## src/logic/balance_gate_cfg.svh

```systemverilog
`ifndef BALANCE_GATE_CFG_SVH
`define BALANCE_GATE_CFG_SVH

`define CELL_COUNT      6
`define ADDR_WIDTH      5
`define CMD_WIDTH       16
`define CRC_WIDTH       4
`define MSG_WIDTH       12
`define CRC_POLY        4'h3
`define CRC_INVERT      4'hF
`define MSG_MSB         15
`define CRC_MSB         3
`define CELL_FIELD_W    2
`define CELL_DISCHARGE  2'h1
`define PRI_TIMER_W     16
`define SEC_TIMER_W     16
`define TIMER_ZERO      16'h0000
`define TIMER_ONE       16'h0001

`endif

```

## src/logic/balance_gate_pkg.sv

```systemverilog
package balance_gate_pkg;
  `include "balance_gate_cfg.svh"

  // Per-cell command field: two bits per cell, cell 0 in the most significant bits
  typedef logic [`CELL_FIELD_W-1:0] cell_cmd_t;

  typedef struct packed {
    logic [`MSG_WIDTH-1:0] message;
    logic [`CRC_WIDTH-1:0] crc_inv;
  } balance_word_t;

  typedef struct packed {
    logic [`CELL_COUNT-1:0] primary_on;
    logic [`CELL_COUNT-1:0] secondary_on;
  } switch_drive_t;

  typedef enum logic [1:0] {
    IDLE,
    PRIMARY_ON,
    SECONDARY_ON
  } switch_state_t;
endpackage

```

## src/logic/balance_command_fault_gate.sv

```systemverilog
`timescale 1ns/1ps
`include "balance_gate_cfg.svh"

// Notes on behaviour
// (RL1) Device answers only writes whose 5-bit address matches its strapped address.
// (RL2) Every balance write is a full 16-bit word regardless of cells used.
// (RL3) Unused cell positions never balance, yet their bits enter the CRC.
// (RL4) A write with nonzero CRC remainder is dropped; execute cannot apply it.
// (RL5) A nonzero CRC remainder on a write turns all balancers off.
// (RL6) Corrupted reads leave balancing per the last write that passed CRC.
// (RL7) Host checks readback CRC and distrusts data with nonzero remainder.
// (RL8) Secondary-winding overvoltage stops all balancing.
// (RL9) Primary on-period ends at maximum on-time unless peak current ended it.
// (RL10) Secondary on-period ends at maximum on-time unless peak current ended it.
// (RL11) CRC x^4+x+1 over first 12 bits MSB first; CRC bits sent inverted.
// (RL12) From reset until first good write, every balancer stays off.
module balance_command_fault_gate
  import balance_gate_pkg::*;
(
  input  wire logic                    core_clk_i,
  input  wire logic                    reset_n_i,
  input  wire logic [`ADDR_WIDTH-1:0]  device_addr_i,
  input  wire logic                    write_valid_i,
  input  wire logic [`ADDR_WIDTH-1:0]  write_addr_i,
  input  wire balance_word_t           write_word_i,
  input  wire logic                    execute_i,
  input  wire logic                    suspend_i,
  input  wire logic [`CELL_COUNT-1:0]  cell_used_i,
  input  wire logic                    secondary_overvoltage_sense_pin_i,
  input  wire logic                    primary_peak_i,
  input  wire logic                    secondary_peak_i,
  input  wire logic [`PRI_TIMER_W-1:0] primary_max_on_time_set_i,
  input  wire logic [`SEC_TIMER_W-1:0] secondary_max_on_time_set_i,
  output logic                         crc_error_o,
  output balance_word_t                readback_word_o,
  output switch_drive_t                drive_o
);

  // CRC remainder of a 12-bit message, MSB first
  // Bit-serial form keeps each step to a few gates
  function automatic logic [`CRC_WIDTH-1:0] crc4(input logic [`MSG_WIDTH-1:0] msg);
    logic [`CRC_WIDTH-1:0] r;
    logic                  fb;
    r = '0;
    for (int i = `MSG_WIDTH - 1; i >= 0; i--) begin
      fb = r[`CRC_MSB] ^ msg[i];
      r  = {r[`CRC_MSB-1:0], 1'h0} ^ (fb ? `CRC_POLY : 4'h0); // [RL11]
    end
    return r;
  endfunction

  // Pin input synchroniser: three stages, change taken when last two agree
  // One stage could pass a metastable level; two agreeing stages filter it
  logic [2:0] ov_sync_reg;
  logic [2:0] ov_sync_next;
  logic       ov_reg;
  logic       ov_next;

  always_comb begin
    ov_sync_next = {ov_sync_reg[1:0], secondary_overvoltage_sense_pin_i};
    ov_next      = (ov_sync_reg[2] == ov_sync_reg[1]) ? ov_sync_reg[2] : ov_reg;
  end

  always_ff @(posedge core_clk_i) begin
    if (!reset_n_i) begin
      ov_sync_reg <= 3'h0;
      ov_reg      <= 1'h0;
    end else begin
      ov_sync_reg <= ov_sync_next;
      ov_reg      <= ov_next;
    end
  end

  // Command acceptance
  // Active word survives faults; enable alone gates switching
  logic                  addr_hit;
  logic                  crc_ok;
  logic [`MSG_WIDTH-1:0] staged_reg;
  logic [`MSG_WIDTH-1:0] staged_next;
  logic                  staged_ok_reg;
  logic                  staged_ok_next;
  logic [`MSG_WIDTH-1:0] active_reg;
  logic [`MSG_WIDTH-1:0] active_next;
  logic                  enabled_reg;
  logic                  enabled_next;
  logic                  crc_err_reg;
  logic                  crc_err_next;
  balance_word_t         readback_reg;
  balance_word_t         readback_next;

  assign addr_hit = write_valid_i && (write_addr_i == device_addr_i);  // [RL1]
  // Full word including unused-cell bits feeds the check
  assign crc_ok   = ((crc4(write_word_i.message) ^ `CRC_INVERT)
                     == write_word_i.crc_inv);  // [RL2] [RL3] [RL11]

  always_comb begin
    staged_next    = staged_reg;
    staged_ok_next = staged_ok_reg;
    active_next    = active_reg;
    enabled_next   = enabled_reg;
    crc_err_next   = crc_err_reg;
    readback_next  = readback_reg;
    // Write beats a same-cycle execute; the execute is simply lost
    if (addr_hit) begin
      if (crc_ok) begin
        staged_next    = write_word_i.message;
        staged_ok_next = 1'h1;
        crc_err_next   = 1'h0;
        // Readback mirrors only words that passed the check
        readback_next  = write_word_i;
      end else begin
        // Staged word is dropped so no later execute can apply it
        staged_ok_next = 1'h0;                // [RL4]
        enabled_next   = 1'h0;                // [RL5]
        crc_err_next   = 1'h1;
      end
    end else if (execute_i && staged_ok_reg) begin
      // Reads never reach here, so balancing keeps the last good command
      active_next  = staged_reg;              // [RL6]
      enabled_next = 1'h1;                    // [RL12]
    end
    // Shutdown wins over a same-cycle execute; a fresh execute restarts
    if (suspend_i || ov_reg) begin
      enabled_next = 1'h0;                    // [RL8]
    end
  end

  always_ff @(posedge core_clk_i) begin
    if (!reset_n_i) begin
      staged_reg    <= '0;
      staged_ok_reg <= 1'h0;
      active_reg    <= '0;
      enabled_reg   <= 1'h0;                  // [RL12]
      crc_err_reg   <= 1'h0;
      readback_reg  <= '0;
    end else begin
      staged_reg    <= staged_next;
      staged_ok_reg <= staged_ok_next;
      active_reg    <= active_next;
      enabled_reg   <= enabled_next;
      crc_err_reg   <= crc_err_next;
      readback_reg  <= readback_next;
    end
  end

  assign crc_error_o     = crc_err_reg;
  assign readback_word_o = readback_reg;

  // Per-cell switching: field 00 idle, 01 discharge (primary), 1x charge (secondary)
  logic          [`CELL_COUNT-1:0] pri_req;
  logic          [`CELL_COUNT-1:0] sec_req;
  switch_state_t                   st_reg   [`CELL_COUNT];
  switch_state_t                   st_next  [`CELL_COUNT];
  logic          [`PRI_TIMER_W-1:0] tmr_reg [`CELL_COUNT];
  logic          [`PRI_TIMER_W-1:0] tmr_next[`CELL_COUNT];
  switch_drive_t                   drive_reg;
  switch_drive_t                   drive_next;

  always_comb begin
    cell_cmd_t f;
    f = '0;
    for (int c = 0; c < `CELL_COUNT; c++) begin
      f = active_reg[`MSG_WIDTH-1-`CELL_FIELD_W*c -: `CELL_FIELD_W];
      // Unused cells never switch, whatever their field holds
      pri_req[c] = enabled_reg && cell_used_i[c] && (f == `CELL_DISCHARGE); // [RL3]
      sec_req[c] = enabled_reg && cell_used_i[c] && f[1];        // [RL3]
    end
  end

  always_comb begin
    for (int c = 0; c < `CELL_COUNT; c++) begin
      st_next[c]  = st_reg[c];
      // Timer restarts on each entry, so every on-period gets the full limit
      tmr_next[c] = tmr_reg[c] + `TIMER_ONE;
      unique case (st_reg[c])
        IDLE: begin
          tmr_next[c] = `TIMER_ZERO;
          if (pri_req[c]) begin
            st_next[c] = PRIMARY_ON;
          end else if (sec_req[c]) begin
            st_next[c] = SECONDARY_ON;
          end
        end
        // Limitation: peak inputs are shared, so one peak ends every cell on its winding
        PRIMARY_ON: begin
          if (!pri_req[c] || primary_peak_i ||
              tmr_reg[c] >= primary_max_on_time_set_i) begin           // [RL9]
            st_next[c] = IDLE;
          end
        end
        SECONDARY_ON: begin
          if (!sec_req[c] || secondary_peak_i ||
              tmr_reg[c] >= secondary_max_on_time_set_i) begin         // [RL10]
            st_next[c] = IDLE;
          end
        end
      endcase
      drive_next.primary_on[c]   = (st_next[c] == PRIMARY_ON);
      drive_next.secondary_on[c] = (st_next[c] == SECONDARY_ON);
    end
  end

  // Drive comes from flops fed by the next state, so it never glitches
  always_ff @(posedge core_clk_i) begin
    for (int c = 0; c < `CELL_COUNT; c++) begin
      if (!reset_n_i) begin
        st_reg[c]  <= IDLE;
        tmr_reg[c] <= `TIMER_ZERO;
      end else begin
        st_reg[c]  <= st_next[c];
        tmr_reg[c] <= tmr_next[c];
      end
    end
    if (!reset_n_i) begin
      drive_reg <= '0;
    end else begin
      drive_reg <= drive_next;
    end
  end

  assign drive_o = drive_reg;

endmodule

```

## config.mk

```make
export PLATFORM = sky130hd
export DESIGN_NAME = balance_command_fault_gate
export DESIGN_NICKNAME = d
export VERILOG_FILES = /design/src/logic/balance_gate_pkg.sv /design/src/logic/balance_command_fault_gate.sv
export VERILOG_INCLUDE_DIRS = /design/src /design/src/logic
export SDC_FILE = /design/constraint.sdc
export NUM_CORES = 1
export LEC_CHECK = 0
export BUFFER_PORTS_ARGS = -buffer_cell sky130_fd_sc_hd__buf_2
export CORE_MARGIN = 4
export CORE_UTILIZATION = 33
export DETAILED_ROUTE_END_ITERATION = 7
export PLACE_DENSITY_LB_ADDON = 0.15
export SYNTH_ARGS = -nofsm -noshare
export SYNTH_HDL_FRONTEND = slang
export SYNTH_SLANG_ARGS = --single-unit
export TNS_END_PERCENT = 100
```

## constraint.sdc

```tcl
create_clock -name core_clk_i -period 4.41 [get_ports core_clk_i]
set_input_delay 0.441 -clock core_clk_i [delete_from_list [all_inputs] [get_ports core_clk_i]]
set_output_delay 0.441 -clock core_clk_i [all_outputs]
set_load 0.005 [all_outputs]
```

==> run metrics <==
status finished clean; Via density 4.93; Diodes inserted 0; First-pass DRT Iterations 5; hold buffers post-CTS 0; crit path DAT 3210 ps; max reg flops 96; clock transition at the registers of the reported paths 80 ps; Max Cap Violations 0; grt ovf 0; Startpoint Class flip-flop; crit path max fanout 9; Mapped Cells 1,225; Nets 1,597; vias in the first global route 8,404; H-tree depth 4; setup_tns 0 ps; global-route wire length before repair 46,300 um; critical path, cell by cell ha_1 > a21o_1 > a31oi_1 > o21ai_1 > a21oi_1 > a2111oi_0 > o22ai_1 > a31oi_1 > nor3b_1; antenna-violating nets left 0; PortBufs 100; clock tree buffer depth 2; Finished Cell Area 0.0123 mm^2; Yosys reg bits 155; Post-synth EDFFs 0; die width 189 um; initial antenna violation count 6; Core Area 0.0325 mm^2; worst stage delay on the critical path 690 ps; slowest CP cell a2111oi_0; highest clock rate 350 MHz; Num CTS Buffers 17; Post CTS Setup Buffer Count 0; largest cells by area after synthesis dfxtp_1, ha_1, xor2_1, nor2_1, a21o_1; Worst Hold Class input pin to flip-flop; DR iter-0 viols 440; worst path bufs/invs 0; CTS sink cnt 155; placed cell areas 0.0117 mm^2; HPWL after DPL 22,800 um; worst reg-to-reg setup slack 1550 ps; Core Rows 66; DRC viols 0; crit-path most repeated cell a31oi_1; Worst VDD drop 0.000255 V; routed wirelength normalized by instance count 16.4 um; CP top delay family compound AO/OA/AOI/OAI gates; Final Hold Viols 0; Initial Util 0.333; Final min period 2860 ps; static leakage 5.88 nW; part of the cycle the worst path needs 0.648; Area growth syn-to-layout 13.9%; pins over their slew limit 0; via count 8,700; Ys Warns 0; Post-Route WL 28,900 um; sequential area share after synthesis 0.287; Die Ht 189 um; root buf cell clkbuf_16; overall routing resource usage 0.161; Crit path required time 4760 ps; ys async rst share 0; dominant cell type by area after synthesis dfxtp_1; Die Area 0.0357 mm^2; skew final 11.6 ps; worst setup path category flip-flop to flip-flop; largest net degree at the start of global routing 43; RSZ-0062 raised after global routing false; top-area cell type share of the netlist area 0.287; worst-margin pin slew 748 ps; final setup fails 0; CTS tree yes; worst skew pair latency 440 ps; main flop type after synthesis dfxtp_1; endpoint class of the critical path flip-flop; Resized Gates After CTS 0; slew margin rel. 0.489; mapped cell area 0.0108 mm^2; share of layout cells above drive strength 1 0.107; IO Count 101; gp weighted congestion 0.794; syn_nets 1,513; Final Power 3.23 mW; pwr dens 262 mW/mm^2; post-synth cell types 63; Avg Cell Area, Syn 8.83 um^2
report_power, final:
group	total [mW]	internal (mW)	switching, mW
clock network	1.57	0.861	0.708
registers	1.40	1.40	0.000708
logic	0.259	0.107	0.153
total	3.23	2.37	0.862
area by class of cell:
class,instances,area [um^2]
Clock buffer,18,429
Clock inverter,14,173
Fill cell,3399,20100
Inverter,66,248
Multi-Input combinational cell,968,7310
Sequential cell,155,3100
Tap cell,442,553
Timing Repair Buffer,101,508
per-stage QoR:
stage          hold slack, ps  utilization  setup slack (ps)  cells
3_5_place_dp              423        0.361              1470   1732
3_3_place_gp              419        0.361              1470   1732
4_1_cts                   196        0.380              1710   1764
2_1_floorplan             412            -              2080   1225
5_1_grt                   204        0.380              1500   1764
6_report                  206        0.380              1550   1764
routing by layer:
metal,vias up,GRT usage,share of wire
li1,4530,-,-
met1,3989,0.234,0.53
met5,-,0,0.0020
met2,144,0.244,0.42
met3,27,0.0400,0.047
met4,10,0.0286,0.0091
cell usage in the layout (no fill, tap or decap), types with 3 or more instances in the layout:
master,instances
a2111oi_0,5
a211oi_1,12
a21boi_1,3
a21o_1,40
a21oi_1,58
a221oi_1,5
a31oi_1,12
and2_1,12
and3_1,34
and4_1,6
buf_2,100
clkbuf_16,17
dfxtp_1,155
ha_1,216
inv_1,65
inv_6,5
inv_8,4
mux2i_1,30
nand2_1,48
nand2b_1,22
nand3_1,60
nand4_1,42
nor2_1,147
nor2b_1,13
nor3b_1,6
nor4_1,5
o21a_1,4
o21ai_0,37
o21ai_1,6
or3_1,7
xnor2_1,28
xor2_1,72
Yosys cell counts (3+ instances only):
library cell  count
ha_1            216
dfxtp_1         155
nor2_1          147
xor2_1           72
inv_1            65
nand3_1          60
a21oi_1          58
nand2_1          48
nand4_1          42
a21o_1           40
o21ai_0          37
and3_1           34
clkbuf_1         30
mux2i_1          30
xnor2_1          28
nand2b_1         22
nor2b_1          13
a211oi_1         12
a31oi_1          12
and2_1           12
or3_1             7
and4_1            6
nor3b_1           6
o21ai_1           6
a2111oi_0         5
a221oi_1          5
nor4_1            5
o21a_1            4
a21boi_1          3
buf_1             3
path summary, 6_finish.rpt:
path                                                   startpoint             end  depth (start not counted)
worst min-delay path            secondary_overvoltage_sense_pin_i  ov_sync_reg[0]                          2
worst min register to register                     ov_sync_reg[0]  ov_sync_reg[1]                          1
worst max register to register                      tmr_reg[3][2]      drive_o[3]                          9
worst max-delay path                                tmr_reg[3][2]      drive_o[3]                          9
cell families after synthesis:
family,after synthesis,synth area share
buffers and inverters,102,0.0377
flip-flops,155,0.287
multiplexers,30,0.0278
AND/OR/NAND/NOR,412,0.190
adder cells (fa/ha/maj),216,0.250
XOR/XNOR,102,0.0846
AO/OA/AOI/OAI,208,0.124
No activity file was read; power rests on OpenSTA's default activity.
